[src/design/codec_cfg_pkg.sv]
// Purpose: Constants, types and helpers for the codec clock, channel and rate configuration bank.
// Assumes: APB slave, 32-bit data, one register per aligned word at byte address index times 4.
// Notes: Registers are 8 bits wide in the low byte, and the upper bits read as zero.
//
// How it works
// - Primary override off follows role select
// - Primary override: select picks bit clock direction
// - Secondary override off follows role select
// - Secondary override: select picks bit clock direction
// - Primary controller: bit 2 picks internal sync
// - Secondary controller: bit 1 picks internal sync
// - ADC force bit picks custom mask source
// - ADC mask bits 6..3 enable channels 4..1
// - DAC force bit picks custom mask source
// - DAC mask bits enable channels 4..1
// - Bit 7 enables the rate converter
// - Bit 6 disables automatic rate detection
// - Custom bit selects manual main rate
// - Manual main rate: primary or secondary
// - Numerator field: zero auto, 5 and 7 reserved
// - Denominator field: zero auto, 5 and 7 reserved
package codec_cfg_pkg;

   ////////////////////////////////////////////////////////////////////////////////////////////
   localparam int ADDR_W = 8;
   localparam int DATA_W = 32;
   localparam int REG_W = 8;

   // Register indices as printed; the byte address is the index times four.
   localparam logic [5:0] IDX_CLOCK_PORT_ROLE = 6'h0d;
   localparam logic [5:0] IDX_ADC_CHAN_MASK = 6'h0e;
   localparam logic [5:0] IDX_DAC_CHAN_MASK = 6'h0f;
   localparam logic [5:0] IDX_RATE_CONTROL = 6'h17;
   localparam logic [5:0] IDX_RATE_RATIO = 6'h18;

   localparam logic [7:0] RST_CLOCK_PORT_ROLE = 8'h00;
   localparam logic [7:0] RST_ADC_CHAN_MASK = 8'h00;
   localparam logic [7:0] RST_DAC_CHAN_MASK = 8'h00;
   localparam logic [7:0] RST_RATE_CONTROL = 8'h00;
   localparam logic [7:0] RST_RATE_RATIO = 8'h00;

   // Writable bits; all others are read-only and keep their reset value.
   localparam logic [7:0] WMASK_CLOCK_PORT_ROLE = 8'hdf;
   localparam logic [7:0] WMASK_ADC_CHAN_MASK = 8'hf8;
   localparam logic [7:0] WMASK_DAC_CHAN_MASK = 8'hf8;
   localparam logic [7:0] WMASK_RATE_CONTROL = 8'hc0;
   localparam logic [7:0] WMASK_RATE_RATIO = 8'hff;

   // Field positions.
   localparam int POS_PRIMARY_OVERRIDE = 7;
   localparam int POS_SECONDARY_OVERRIDE = 6;
   localparam int POS_PRIMARY_INT_SYNC = 2;
   localparam int POS_SECONDARY_INT_SYNC = 1;
   localparam int POS_FORCE_CUSTOM = 7;
   localparam int POS_MASK_LSB = 3;
   localparam int POS_CONVERTER_ENABLE = 7;
   localparam int POS_AUTODETECT_DISABLE = 6;
   localparam int POS_MAIN_RATE_CUSTOM = 7;
   localparam int POS_MAIN_RATE_SELECT = 6;
   localparam int POS_NUMERATOR_LSB = 3;
   localparam int POS_DENOMINATOR_LSB = 0;

   localparam logic [2:0] RATIO_AUTO = 3'h0;
   localparam logic [2:0] RATIO_RSVD_A = 3'h5;
   localparam logic [2:0] RATIO_RSVD_B = 3'h7;

   ////////////////////////////////////////////////////////////////////////////////////////////
   typedef enum logic {PH_IDLE = 1'b0, PH_ANSWER = 1'b1} apb_phase_t;

   typedef struct packed {
      logic override;
      logic controller;
      logic bclk_drive;
      logic frame_sync_drive;
      logic autodetect_avail;
      logic internal_frame_sync;
   } port_role_t;

   typedef struct packed {
      logic from_custom;
      logic [3:0] enable;
   } chan_ctl_t;

   typedef struct packed {
      logic enable;
      logic autodetect_en;
      logic manual;
      logic from_secondary;
   } rate_ctl_t;

   typedef struct packed {
      logic auto_infer;
      logic [2:0] value;
      logic reserved;
   } ratio_t;

   typedef struct packed {
      apb_phase_t phase;
      logic pready;
      logic pslverr;
      logic [31:0] prdata;
      logic [7:0] clock_port_role_config;
      logic [7:0] adc_channel_mask_config;
      logic [7:0] dac_channel_mask_config;
      logic [7:0] rate_converter_control;
      logic [7:0] rate_converter_ratio;
      port_role_t primary;
      port_role_t secondary;
      chan_ctl_t adc;
      chan_ctl_t dac;
      rate_ctl_t rate;
      ratio_t numerator;
      ratio_t denominator;
   } cfg_state_t;

   localparam port_role_t ROLE_RST = '{1'b0, 1'b0, 1'b0, 1'b0, 1'b1, 1'b0};
   localparam chan_ctl_t CHAN_RST = '{1'b0, 4'h0};
   localparam rate_ctl_t RATE_RST = '{1'b0, 1'b1, 1'b0, 1'b0};
   localparam ratio_t RATIO_RST = '{1'b1, 3'h0, 1'b0};

   localparam cfg_state_t STATE_RST = '{PH_IDLE, 1'b0, 1'b0, 32'h0000_0000,
      RST_CLOCK_PORT_ROLE, RST_ADC_CHAN_MASK, RST_DAC_CHAN_MASK, RST_RATE_CONTROL,
      RST_RATE_RATIO, ROLE_RST, ROLE_RST, CHAN_RST, CHAN_RST, RATE_RST, RATIO_RST, RATIO_RST};

   ////////////////////////////////////////////////////////////////////////////////////////////
   // Pin roles of one serial port from its override, role select and internal sync bits.
   function automatic port_role_t role_decode(input logic override, input logic select,
                                              input logic int_sync);
      port_role_t r;
      r.override = override;
      r.controller = select & ~override;
      if (override)
      begin
         r.bclk_drive = select;
         r.frame_sync_drive = ~select;
         r.autodetect_avail = 1'b0;
      end
      else
      begin
         r.bclk_drive = select;
         r.frame_sync_drive = select;
         r.autodetect_avail = 1'b1;
      end
      // The sync source choice only means something while the port is a controller.
      r.internal_frame_sync = r.controller & int_sync;
      return r;
   endfunction : role_decode

   // Channel enables: either the custom mask or the lowest select+1 channels.
   function automatic chan_ctl_t chan_decode(input logic force_custom, input logic [3:0] mask,
                                             input logic [1:0] max_sel);
      chan_ctl_t c;
      c.from_custom = force_custom;
      case (max_sel)
         2'h0: c.enable = 4'h1;
         2'h1: c.enable = 4'h3;
         2'h2: c.enable = 4'h7;
         default: c.enable = 4'hf;
      endcase
      if (force_custom)
      begin
         c.enable = mask;
      end
      return c;
   endfunction : chan_decode

   function automatic ratio_t ratio_decode(input logic [2:0] code);
      ratio_t q;
      q.auto_infer = (code == RATIO_AUTO);
      q.value = code;
      q.reserved = (code == RATIO_RSVD_A) || (code == RATIO_RSVD_B);
      return q;
   endfunction : ratio_decode

endpackage : codec_cfg_pkg

[src/design/codec_cfg_regs.sv]
// Purpose: APB register bank for serial port roles, channel masks and rate converter setup.
// Assumes: Single clock; role select and max channel select come from logic on this clock.
// Notes: The answer comes in the first access cycle; unmapped or misaligned addresses get pslverr.
`timescale 1ns/1ps

module codec_cfg_regs
   import codec_cfg_pkg::*;
(
   input wire logic mclk_i,
   input wire logic rst_i,
   input wire logic psel_i,
   input wire logic penable_i,
   input wire logic pwrite_i,
   input wire logic [ADDR_W-1:0] paddr_i,
   input wire logic [DATA_W-1:0] pwdata_i,
   input wire logic [3:0] pstrb_i,
   input wire logic primary_role_select_i,
   input wire logic secondary_role_select_i,
   input wire logic [1:0] adc_max_chan_select_i,
   input wire logic [1:0] dac_max_chan_select_i,
   output logic pready_o,
   output logic pslverr_o,
   output logic [DATA_W-1:0] prdata_o,
   output port_role_t primary_role_o,
   output port_role_t secondary_role_o,
   output chan_ctl_t adc_chan_o,
   output chan_ctl_t dac_chan_o,
   output rate_ctl_t rate_ctl_o,
   output ratio_t ratio_numerator_o,
   output ratio_t ratio_denominator_o
);

   ////////////////////////////////////////////////////////////////////////////////////////////
   cfg_state_t st;
   cfg_state_t next_st;
   logic [5:0] idx;
   logic aligned;
   logic hit;
   logic [7:0] rd_value;
   logic [7:0] wbyte;

   assign idx = paddr_i[7:2];
   assign aligned = (paddr_i[1:0] == 2'h0);
   assign wbyte = pwdata_i[7:0];

   // Address decode and read mux.
   always_comb
   begin
      hit = aligned;
      rd_value = 8'h00;
      case (idx)
         IDX_CLOCK_PORT_ROLE: rd_value = st.clock_port_role_config;
         IDX_ADC_CHAN_MASK: rd_value = st.adc_channel_mask_config;
         IDX_DAC_CHAN_MASK: rd_value = st.dac_channel_mask_config;
         IDX_RATE_CONTROL: rd_value = st.rate_converter_control;
         IDX_RATE_RATIO: rd_value = st.rate_converter_ratio;
         default: hit = 1'b0;
      endcase
   end

   ////////////////////////////////////////////////////////////////////////////////////////////
   always_comb
   begin
      next_st = st;
      case (st.phase)
         PH_IDLE:
         begin
            if (psel_i && !penable_i)
            begin
               next_st.phase = PH_ANSWER;
               next_st.pready = 1'b1;
               next_st.pslverr = ~hit;
               next_st.prdata = (hit && !pwrite_i) ? {24'h00_0000, rd_value} : 32'h0000_0000;
            end
         end
         PH_ANSWER:
         begin
            // The write lands at the edge where the master sees pready high.
            if (psel_i && penable_i && pwrite_i && hit && pstrb_i[0])
            begin
               // Read-only bits are masked so they keep their reset value.
               case (idx)
                  IDX_CLOCK_PORT_ROLE:
                     next_st.clock_port_role_config = (st.clock_port_role_config &
                        ~WMASK_CLOCK_PORT_ROLE) | (wbyte & WMASK_CLOCK_PORT_ROLE);
                  IDX_ADC_CHAN_MASK:
                     next_st.adc_channel_mask_config = (st.adc_channel_mask_config &
                        ~WMASK_ADC_CHAN_MASK) | (wbyte & WMASK_ADC_CHAN_MASK);
                  IDX_DAC_CHAN_MASK:
                     next_st.dac_channel_mask_config = (st.dac_channel_mask_config &
                        ~WMASK_DAC_CHAN_MASK) | (wbyte & WMASK_DAC_CHAN_MASK);
                  IDX_RATE_CONTROL:
                     next_st.rate_converter_control = (st.rate_converter_control &
                        ~WMASK_RATE_CONTROL) | (wbyte & WMASK_RATE_CONTROL);
                  IDX_RATE_RATIO:
                     next_st.rate_converter_ratio = (st.rate_converter_ratio &
                        ~WMASK_RATE_RATIO) | (wbyte & WMASK_RATE_RATIO);
                  default:
                     next_st.rate_converter_ratio = st.rate_converter_ratio;
               endcase
            end
            next_st.phase = PH_IDLE;
            next_st.pready = 1'b0;
            next_st.pslverr = 1'b0;
            next_st.prdata = 32'h0000_0000;
         end
         default:
         begin
            next_st.phase = PH_IDLE;
            next_st.pready = 1'b0;
         end
      endcase

      // Decoded controls follow the registers in the same edge as the write.
      // Reserved bits 4..3 and 0 are stored but steer nothing; software keeps them at reset.
      next_st.primary = role_decode(
         next_st.clock_port_role_config[POS_PRIMARY_OVERRIDE], primary_role_select_i,
         next_st.clock_port_role_config[POS_PRIMARY_INT_SYNC]);
      next_st.secondary = role_decode(
         next_st.clock_port_role_config[POS_SECONDARY_OVERRIDE], secondary_role_select_i,
         next_st.clock_port_role_config[POS_SECONDARY_INT_SYNC]);
      next_st.adc = chan_decode(next_st.adc_channel_mask_config[POS_FORCE_CUSTOM],
         next_st.adc_channel_mask_config[POS_MASK_LSB +: 4], adc_max_chan_select_i);
      next_st.dac = chan_decode(next_st.dac_channel_mask_config[POS_FORCE_CUSTOM],
         next_st.dac_channel_mask_config[POS_MASK_LSB +: 4], dac_max_chan_select_i);
      next_st.rate.enable = next_st.rate_converter_control[POS_CONVERTER_ENABLE];
      next_st.rate.autodetect_en = ~next_st.rate_converter_control[POS_AUTODETECT_DISABLE];
      next_st.rate.manual = next_st.rate_converter_ratio[POS_MAIN_RATE_CUSTOM];
      // Without manual mode the select bit is ignored and the rate is inferred.
      next_st.rate.from_secondary = next_st.rate_converter_ratio[POS_MAIN_RATE_CUSTOM] &
         next_st.rate_converter_ratio[POS_MAIN_RATE_SELECT];
      next_st.numerator = ratio_decode(
         next_st.rate_converter_ratio[POS_NUMERATOR_LSB +: 3]);
      next_st.denominator = ratio_decode(
         next_st.rate_converter_ratio[POS_DENOMINATOR_LSB +: 3]);
   end

   always_ff @(posedge mclk_i or posedge rst_i)
   begin
      if (rst_i)
      begin
         st <= STATE_RST;
      end
      else
      begin
         st <= next_st;
      end
   end

   ////////////////////////////////////////////////////////////////////////////////////////////
   assign pready_o = st.pready;
   assign pslverr_o = st.pslverr;
   assign prdata_o = st.prdata;
   assign primary_role_o = st.primary;
   assign secondary_role_o = st.secondary;
   assign adc_chan_o = st.adc;
   assign dac_chan_o = st.dac;
   assign rate_ctl_o = st.rate;
   assign ratio_numerator_o = st.numerator;
   assign ratio_denominator_o = st.denominator;

endmodule : codec_cfg_regs

[config.mk]
export PLATFORM = sky130hd
export DESIGN_NAME = codec_cfg_regs
export DESIGN_NICKNAME = d
export VERILOG_FILES = /design/src/design/codec_cfg_pkg.sv /design/src/design/codec_cfg_regs.sv
export SDC_FILE = /design/constraint.sdc
export NUM_CORES = 1
export LEC_CHECK = 0
export ABC_AREA = 1
export BUFFER_PORTS_ARGS = -buffer_cell sky130_fd_sc_hd__buf_2
export CAP_MARGIN = 20
export CORE_MARGIN = 1.5
export CORE_UTILIZATION = 45
export CTS_BUF_LIST = sky130_fd_sc_hd__clkbuf_8
export DETAILED_ROUTE_END_ITERATION = 16
export GPL_TIMING_DRIVEN = 1
export PLACE_DENSITY_LB_ADDON = 0.25
export SYNTH_ARGS = -nofsm -noshare
export SYNTH_HDL_FRONTEND = slang
export SYNTH_SLANG_ARGS = --single-unit
[constraint.sdc]
create_clock -name mclk_i -period 2 [get_ports mclk_i]
set_input_delay 0.2 -clock mclk_i [delete_from_list [all_inputs] [get_ports mclk_i]]
set_output_delay 0.2 -clock mclk_i [all_outputs]
set_load 0.01 [all_outputs]
==> impl_results.html, run 1 <==
<table>
<tr><th>Metric</th><th>Value</th></tr>
<tr><th colspan="2">Floorplanning</th></tr>
<tr><td>Std cell rows</td><td>30</td></tr>
<tr><td>Vertical die dimension</td><td>87.3 um</td></tr>
<tr><td>Core Box Area</td><td>0.00683 mm^2</td></tr>
<tr><td>Initial Utilization</td><td>46.8%</td></tr>
<tr><td>IO Count</td><td>125</td></tr>
<tr><td>Die Footprint</td><td>0.00761 mm^2</td></tr>
<tr><td>Die outline width</td><td>87.3 um</td></tr>
<tr><th colspan="2">Critical path</th></tr>
<tr><td>Critical path arrival</td><td>1750 ps</td></tr>
<tr><td>Critical Setup Path Class</td><td>reg2reg</td></tr>
<tr><td>Endpoint kind of the worst setup timing path</td><td>register</td></tr>
<tr><td>Delay of the slowest cell on the worst path</td><td>460 ps</td></tr>
<tr><td>Cell count of the worst reg-to-reg path</td><td>5</td></tr>
<tr><td>Crit-path leading delay family</td><td>flip-flops</td></tr>
<tr><td>Cell at the slowest stage of the critical path</td><td>dfrtp_1</td></tr>
<tr><td>Largest driver fanout on the critical path</td><td>11</td></tr>
<tr><td>Count of buffering cells on the critical path with inverters included</td><td>1</td></tr>
<tr><td>Critical path cell sequence</td><td>inv_1, nor2_1, nand3_2, o21ai_4, o211ai_1</td></tr>
<tr><td>Endpoint of the lowest-slack register-to-register path</td><td>dac_chan_o[0]</td></tr>
<tr><td>Startpoint of the worst setup timing path</td><td>st[110]</td></tr>
<tr><td>Startpoint types</td><td>register</td></tr>
<tr><td>Startpoint of the worst register-to-register path</td><td>st[110]</td></tr>
<tr><td>Required time reported for the critical path endpoint</td><td>2190 ps</td></tr>
<tr><td>Worst-case register-to-register setup slack</td><td>440 ps</td></tr>
<tr><th colspan="2">Synth</th></tr>
<tr><td>Complex-gate fraction of the synthesized area</td><td>10.1%</td></tr>
<tr><td>Post-synthesis adder-cell area fraction</td><td>0.783%</td></tr>
<tr><td>FF+latch count, synth</td><td>62</td></tr>
<tr><td>Ys Warns</td><td>0</td></tr>
<tr><td>Yosys top cell by area</td><td>dfrtp_1</td></tr>
<tr><td>Simple-gate area share of the yosys netlist</td><td>16.8%</td></tr>
<tr><td>Gate count of the mapped netlist</td><td>364</td></tr>
<tr><td>Combinational family with the most area after synthesis</td><td>buffers and inverters</td></tr>
<tr><td>Synth Area per Inst</td><td>8.78 um^2</td></tr>
<tr><td>Synth Area in XOR/XNOR</td><td>0%</td></tr>
<tr><td>Fraction of the yosys area taken by sequential cells</td><td>48.8%</td></tr>
<tr><td>Share of the synthesized area in the top cell type</td><td>44.7%</td></tr>
<tr><td>Cell types occupying the most area after synthesis</td><td>dfrtp_1 (45%), buf_4 (16%), nand2_1 (8.5%)</td></tr>
<tr><td>Portion of netlist area occupied by mux cells</td><td>0%</td></tr>
<tr><td>Cell Area, Synth</td><td>0.00319 mm^2</td></tr>
<tr><td>Post-synthesis cell type count</td><td>33</td></tr>
<tr><th colspan="2">Clock network</th></tr>
<tr><td>Clk sinks</td><td>62</td></tr>
<tr><td>Clock root buffer</td><td>clkbuf_8</td></tr>
<tr><td>Total CTS buffers</td><td>9</td></tr>
<tr><td>Resized Gates After CTS</td><td>0</td></tr>
<tr><td>Cts hold-fix bufs</td><td>3</td></tr>
<tr><td>TritonCTS clock tree</td><td>done</td></tr>
<tr><td>CTS H-tree depth</td><td>3</td></tr>
<tr><td>Clock-pin slew on the worst setup and hold paths</td><td>70 ps</td></tr>
<tr><td>Maximum clock path buffer count</td><td>2</td></tr>
<tr><td>Later-pin clock latency in the skew report</td><td>340 ps</td></tr>
<tr><td>Count of buffers added by post-CTS timing repair for setup</td><td>0</td></tr>
<tr><th colspan="2">Cells and area</th></tr>
<tr><td>Share of layout cells above drive strength 1</td><td>28.6%</td></tr>
<tr><td>Register area</td><td>0.00156 mm^2</td></tr>
<tr><td>Final net count</td><td>468</td></tr>
<tr><td>Share of the core filled with cells</td><td>51.7%</td></tr>
<tr><td>FILL cells</td><td>679</td></tr>
<tr><td>Area added between synthesis and finish</td><td>10.5%</td></tr>
<tr><td>Total inserted antenna cells</td><td>0</td></tr>
<tr><td>Final non-filler cell total</td><td>512</td></tr>
<tr><td>Area of the multi-input gates</td><td>976 um^2</td></tr>
<tr><th colspan="2">STA</th></tr>
<tr><td>Sum Neg Setup Slack</td><td>0 ps</td></tr>
<tr><td>Worst clock skew</td><td>7.08 ps</td></tr>
<tr><td>Final setup slack of the worst path</td><td>441 ps</td></tr>
<tr><td>Highest clock rate</td><td>641 MHz</td></tr>
<tr><td>Unrepaired setup endpoints after global routing</td><td>false</td></tr>
<tr><td>Max Slew Vio Count</td><td>0</td></tr>
<tr><td>Max-slew headroom</td><td>62.7%</td></tr>
<tr><td>Worst slew pin tran</td><td>558 ps</td></tr>
<tr><td>Fin crit share</td><td>78.0%</td></tr>
<tr><td>Number of endpoints failing setup at the final stage</td><td>0</td></tr>
<tr><td>Min Clock Period, post-route</td><td>1560 ps</td></tr>
<tr><td>Hold Violations, Final</td><td>0</td></tr>
<tr><td>Worst hold slack across all endpoints</td><td>80.6 ps</td></tr>
<tr><th colspan="2">Global route</th></tr>
<tr><td>Vias in the first global route</td><td>2,068</td></tr>
<tr><td>Overflow left after global routing</td><td>0</td></tr>
<tr><td>Pin count of the biggest net entering global routing</td><td>27</td></tr>
<tr><td>Initial antenna violation count</td><td>0</td></tr>
<tr><td>All-layer global routing usage</td><td>17.5%</td></tr>
<tr><td>Wire length of the first global-routing pass</td><td>9950 um</td></tr>
<tr><th colspan="2">Routing</th></tr>
<tr><td>Detailed-route via count</td><td>2,249</td></tr>
<tr><td>Wire length on met2</td><td>2980 um</td></tr>
<tr><td>Overall routed net length</td><td>6270 um</td></tr>
<tr><td>Total length of routed met3 wires</td><td>420 um</td></tr>
<tr><td>Post-DR vias/cell</td><td>4.39</td></tr>
<tr><td>Drc violations</td><td>0</td></tr>
<tr><td>WL/cell</td><td>12.2 um</td></tr>
<tr><td>Total routed wire length on the met1 layer</td><td>2790 um</td></tr>
<tr><td>Post-DRT Antenna Nets</td><td>0</td></tr>
<tr><td>Total iterations of the first detailed-routing run</td><td>5</td></tr>
<tr><td>Top routing layer used</td><td>met4</td></tr>
<tr><td>Iteration-0 DRC Markers</td><td>188</td></tr>
<tr><th colspan="2">Min path</th></tr>
<tr><td>Source of the worst hold timing path</td><td>pwdata_i[6]</td></tr>
<tr><td>Hold path endpoint</td><td>rate_ctl_o[2]</td></tr>
<tr><td>Worst hold path stage count</td><td>2</td></tr>
<tr><td>Type of the worst min-delay path</td><td>in2reg</td></tr>
<tr><th colspan="2">Job</th></tr>
<tr><td># Max-Cap Violations</td><td>0</td></tr>
<tr><th colspan="2">Placed design</th></tr>
<tr><td>Hpwl dp</td><td>4850 um</td></tr>
<tr><td>GPL Wtd Cong</td><td>0.853</td></tr>
<tr><td>Input/output buffers</td><td>73</td></tr>
<tr><td>Pre-CTS worst setup slack</td><td>121 ps</td></tr>
<tr><td>Cell Count Post-Placement</td><td>493</td></tr>
<tr><th colspan="2">Run status</th></tr>
<tr><td>Result of the run</td><td>finished, final reports clean</td></tr>
<tr><th colspan="2">Power and ir drop</th></tr>
<tr><td>Power density over the cells</td><td>734 mW/mm^2</td></tr>
<tr><td>Leakage power summed over all cells</td><td>1.94 nW</td></tr>
<tr><td>Peak VDD IR</td><td>0.000362 V</td></tr>
</table>
synthesized netlist by cell type, drive strengths merged:
cell type,number
a21oi,4
a221oi,1
a22o,5
buf,70
clkbuf,1
clkinv,1
conb,1
dfrtp,57
dfstp,5
ha,2
inv,55
nand2,75
nand3,14
nand4,2
nor2,29
nor4,1
o2111ai,2
o211ai,2
o21ai,34
o221ai,1
o22ai,1
o31ai,1
kinds of logic (layout without fill, tap and decap cells):
kind of cell	count (synthesis)	after routing
flip-flops	62	62
buffers and inverters	127	156
adder cells (fa/ha/maj)	2	2
AO/OA/AOI/OAI	51	51
AND/OR/NAND/NOR	121	121
other	1	24
flip-flops by register name (all words and copies together), names as in the netlist:
register and cells:
adc_chan_o 4, st 23, secondary_role_o 5, primary_role_o 5, dac_chan_o 4, pready_o 1, prdata_o 8, ratio_denominator_o 4
rate_ctl_o 3, pslverr_o 1, ratio_numerator_o 4
worst register-to-register path: stages (launching register included):
cell	delay, ps
dfrtp_1	460
inv_1	130
nor2_1	140
nand3_2	220
o21ai_4	310
o211ai_1	150
layer usage:
layer	vias to the layer above	track usage, %
li1	1134	-
met1	1021	23.5
met2	85	27.0
met3	9	5.12
met4	0	6.06
met5	-	0
power by group:
group	total, W	internal, W	switching [W]	leakage (nW)
Clock	0.00114	0.000671	0.000468	0.110
Sequential	0.00128	0.00127	0.00000728	0.757
Combinational	0.000175	0.0000559	0.000119	1.08
Total	0.00259	0.00200	0.000595	1.94
final cells by class:
type,instances,share of cell area [%]
tap,96,3.40
sequential,62,44.1
clock inverter,4,1.31
multi-input combinational,198,27.6
inverter,56,5.95
clock buffer,12,4.68
timing repair buffer,84,12.9
layout by cell type (no fill, tap or decap), types with 2 or more instances in the layout:
cell,instances
a22o_1,5
ha_1,2
nand2_1,72
inv_1,52
conb_1,24
buf_4,8
o21ai_0,16
dfrtp_1,57
nand2_2,3
nand3_1,11
dfstp_2,5
o211ai_1,2
clkbuf_8,12
buf_2,73
inv_2,4
dlygate4sd3_1,3
a21oi_1,4
nor2_2,2
o21ai_1,15
nor2_1,25
o2111ai_1,2
nand3_2,3
o21ai_4,2
worst max path at each step:
| stage | to | slack [ps] | cells after the start |
|---|---|---|---|
| after floorplan | adc_chan_o[0] | 270 | 1 |
| after CTS | dac_chan_o[0] | 440 | 5 |
| after detailed placement | primary_role_o[0] | 120 | 14 |
| final | dac_chan_o[0] | 440 | 5 |
| after global placement | primary_role_o[0] | 110 | 14 |
| after global routing | primary_role_o[0] | 180 | 14 |
through the flow:
| step | power, W | instance area, um^2 |
|---|---|---|
| 2_1_floorplan | 0.00145 | 3280 |
| 3_3_place_gp | 0.00147 | 3290 |
| 4_1_cts | 0.00262 | 3530 |
| 6_report | 0.00259 | 3530 |
| 3_5_place_dp | 0.00147 | 3290 |
| 5_1_grt | 0.00269 | 3530 |
(Power assumes the default switching activity.)
==> run 2: changes to the inputs <==
==> constraint.sdc (replaced) <==
create_clock -name mclk_i -period 1.6 [get_ports mclk_i]
set_input_delay 0.16 -clock mclk_i [delete_from_list [all_inputs] [get_ports mclk_i]]
set_output_delay 0.16 -clock mclk_i [all_outputs]
set_load 0.01 [all_outputs]
==> impl_results.html, run 2 (synthesis results as in run 1) <==
<table>
<tr><th>Metric</th><th>Value</th></tr>
<tr><th colspan="2">Critical path</th></tr>
<tr><td>Required time reported for the critical path endpoint</td><td>1850 ps</td></tr>
<tr><td>Startpoint of the worst register-to-register path</td><td>st[110]</td></tr>
<tr><td>Critical Setup Path Class</td><td>in2reg</td></tr>
<tr><td>Endpoint of the lowest-slack register-to-register path</td><td>adc_chan_o[2]</td></tr>
<tr><td>Startpoint types</td><td>input port</td></tr>
<tr><td>Endpoint kind of the worst setup timing path</td><td>register</td></tr>
<tr><td>Critical path arrival</td><td>1640 ps</td></tr>
<tr><td>Largest driver fanout on the critical path</td><td>6</td></tr>
<tr><td>Worst-case register-to-register setup slack</td><td>220 ps</td></tr>
<tr><td>Cell count of the worst reg-to-reg path</td><td>7</td></tr>
<tr><th colspan="2">Cells and area</th></tr>
<tr><td>Total inserted antenna cells</td><td>0</td></tr>
<tr><td>Share of layout cells above drive strength 1</td><td>31.6%</td></tr>
<tr><td>Area of the multi-input gates</td><td>983 um^2</td></tr>
<tr><td>Largest register by flop count</td><td>st</td></tr>
<tr><td>Most frequent standard cell in the layout excluding fill and tap cells</td><td>buf_2</td></tr>
<tr><td>Final non-filler cell total</td><td>529</td></tr>
<tr><td>Most used cells in the layout excluding fill and tap cells</td><td>buf_2 (73), nand2_1 (72), dfrtp_1 (57)</td></tr>
<tr><td>FILL cells</td><td>650</td></tr>
<tr><td>Register area</td><td>0.00156 mm^2</td></tr>
<tr><td>Final net count</td><td>485</td></tr>
<tr><td>Area added between synthesis and finish</td><td>14.4%</td></tr>
<tr><td>Number of flip-flops in the largest register</td><td>23</td></tr>
<tr><th colspan="2">Floorplanning</th></tr>
<tr><td>Vertical die dimension</td><td>87.3 um</td></tr>
<tr><td>Die outline width</td><td>87.3 um</td></tr>
<tr><td>Core Box Area</td><td>0.00683 mm^2</td></tr>
<tr><td>Die Footprint</td><td>0.00761 mm^2</td></tr>
<tr><td>IO Count</td><td>125</td></tr>
<tr><td>Initial Utilization</td><td>46.8%</td></tr>
<tr><td>Std cell rows</td><td>30</td></tr>
<tr><th colspan="2">Routing</th></tr>
<tr><td>Total iterations of the first detailed-routing run</td><td>4</td></tr>
<tr><td>WL/cell</td><td>12.1 um</td></tr>
<tr><td>Overall routed net length</td><td>6410 um</td></tr>
<tr><td>Detailed-route via count</td><td>2,349</td></tr>
<tr><td>Post-DR vias/cell</td><td>4.44</td></tr>
<tr><td>Drc violations</td><td>0</td></tr>
<tr><td>Post-DRT Antenna Nets</td><td>0</td></tr>
<tr><td>Iteration-0 DRC Markers</td><td>129</td></tr>
<tr><th colspan="2">Placed design</th></tr>
<tr><td>Input/output buffers</td><td>73</td></tr>
<tr><td>Pre-CTS worst setup slack</td><td>-184 ps</td></tr>
<tr><td>Cell Count Post-Placement</td><td>510</td></tr>
<tr><td>GPL Wtd Cong</td><td>0.930</td></tr>
<tr><td>Hpwl dp</td><td>4820 um</td></tr>
<tr><th colspan="2">Clock network</th></tr>
<tr><td>CTS H-tree depth</td><td>3</td></tr>
<tr><td>Clock root buffer</td><td>clkbuf_8</td></tr>
<tr><td>Later-pin clock latency in the skew report</td><td>360 ps</td></tr>
<tr><td>Clock-pin slew on the worst setup and hold paths</td><td>60 ps</td></tr>
<tr><td>Clk sinks</td><td>62</td></tr>
<tr><td>Total CTS buffers</td><td>9</td></tr>
<tr><td>TritonCTS clock tree</td><td>done</td></tr>
<tr><td>Maximum clock path buffer count</td><td>2</td></tr>
<tr><th colspan="2">STA</th></tr>
<tr><td>Final setup slack of the worst path</td><td>213 ps</td></tr>
<tr><td>Max-slew headroom</td><td>66.3%</td></tr>
<tr><td>Min Clock Period, post-route</td><td>1390 ps</td></tr>
<tr><td>Hold Violations, Final</td><td>0</td></tr>
<tr><td>Number of endpoints failing setup at the final stage</td><td>0</td></tr>
<tr><td>Max Slew Vio Count</td><td>0</td></tr>
<tr><td>Worst slew pin tran</td><td>504 ps</td></tr>
<tr><td>Unrepaired setup endpoints after global routing</td><td>false</td></tr>
<tr><td>Highest clock rate</td><td>721 MHz</td></tr>
<tr><td>Worst clock skew</td><td>7.84 ps</td></tr>
<tr><td>Fin crit share</td><td>86.7%</td></tr>
<tr><th colspan="2">Power and ir drop</th></tr>
<tr><td>Peak VDD IR</td><td>0.000449 V</td></tr>
<tr><td>Power density over the cells</td><td>860 mW/mm^2</td></tr>
<tr><td>Leakage power summed over all cells</td><td>2.02 nW</td></tr>
<tr><td>Overall power</td><td>0.00314 W</td></tr>
<tr><th colspan="2">Global route</th></tr>
<tr><td>Pin count of the biggest net entering global routing</td><td>63</td></tr>
<tr><td>Overflow left after global routing</td><td>0</td></tr>
<tr><td>Initial antenna violation count</td><td>0</td></tr>
<tr><td>All-layer global routing usage</td><td>18.0%</td></tr>
<tr><td>Vias in the first global route</td><td>2,172</td></tr>
<tr><td>Wire length of the first global-routing pass</td><td>10,100 um</td></tr>
<tr><th colspan="2">Job</th></tr>
<tr><td># Max-Cap Violations</td><td>0</td></tr>
<tr><th colspan="2">Min path</th></tr>
<tr><td>Type of the worst min-delay path</td><td>in2reg</td></tr>
<tr><td>Hold path endpoint</td><td>primary_role_o[1]</td></tr>
<tr><td>Source of the worst hold timing path</td><td>pwdata_i[7]</td></tr>
<tr><td>Worst hold path stage count</td><td>2</td></tr>
<tr><th colspan="2">Run status</th></tr>
<tr><td>Result of the run</td><td>finished, final reports clean</td></tr>
</table>
run 2: cell count changes in the layout (fill, tap and decap cells not counted), sizes merged:
cell      change
buf          +17
clkbuf        -3
clkinv        +2
clkinvlp      +1
run 2: area by class of cell:
cell class | count | share of cell area, %
Clock buffer | 9 | 3.39
Clock inverter | 7 | 1.64
Inverter | 56 | 5.85
Multi-Input combinational cell | 198 | 26.9
Sequential cell | 62 | 42.6
Tap cell | 96 | 3.29
Timing Repair Buffer | 101 | 16.3
run 2: metal layers:
layer / up-vias / track usage, % / wire length [um]
met2: 77 / 27.8 / 3050
met5: - / 0 / 0
li1: 1181 / - / -
met4: 0 / 10.4 / 187
met3: 16 / 5.50 / 398
met1: 1075 / 22.2 / 2780
run 2: report_power, final:
group          internal (W)  switching [W]  total, W
registers           0.00159     0.00000677   0.00160
logic             0.0000835       0.000156  0.000239
clock network      0.000698       0.000611   0.00131
run 2: critical path, cell delays in order:
cell     delay [ps]
buf_2           120
inv_1            70
nand2_1          70
nor2_2          100
nand2_1         100
nand2_2          80
inv_1            40
nand2_1          50
nand3_1         100
nor2_4          120
nand2_2         130
nand2_1         110
o21ai_2          70
ha_1            270
inv_1            30
run 2: stage by stage:
stage	hold WS, ps	util (%)	area, um^2	TNS, ps
after floorplan	191	-	3280	0
after global placement	266	50.3	3430	-555
after detailed placement	275	50.3	3430	-1300
after CTS	17.9	53.4	3650	0
after global routing	7.08	53.5	3650	0
final	15.0	53.5	3650	0
run 2: how the worst max path moves through the flow:
stage / startpoint / to
2_1_floorplan: paddr_i[7] / primary_role_o[0]
3_3_place_gp: paddr_i[2] / primary_role_o[0]
3_5_place_dp: paddr_i[7] / primary_role_o[0]
4_1_cts: paddr_i[7] / primary_role_o[0]
5_1_grt: paddr_i[2] / primary_role_o[0]
6_report: paddr_i[7] / primary_role_o[2]
run 2: timing repair:
action | CTS | global route
buffers inserted | 0 | 0
setup endpoints to repair | 0 | 2
hold buffers | 3 | 0
gates resized for setup | 0 | 2
endpoints found under the hold margin | 59 | 0
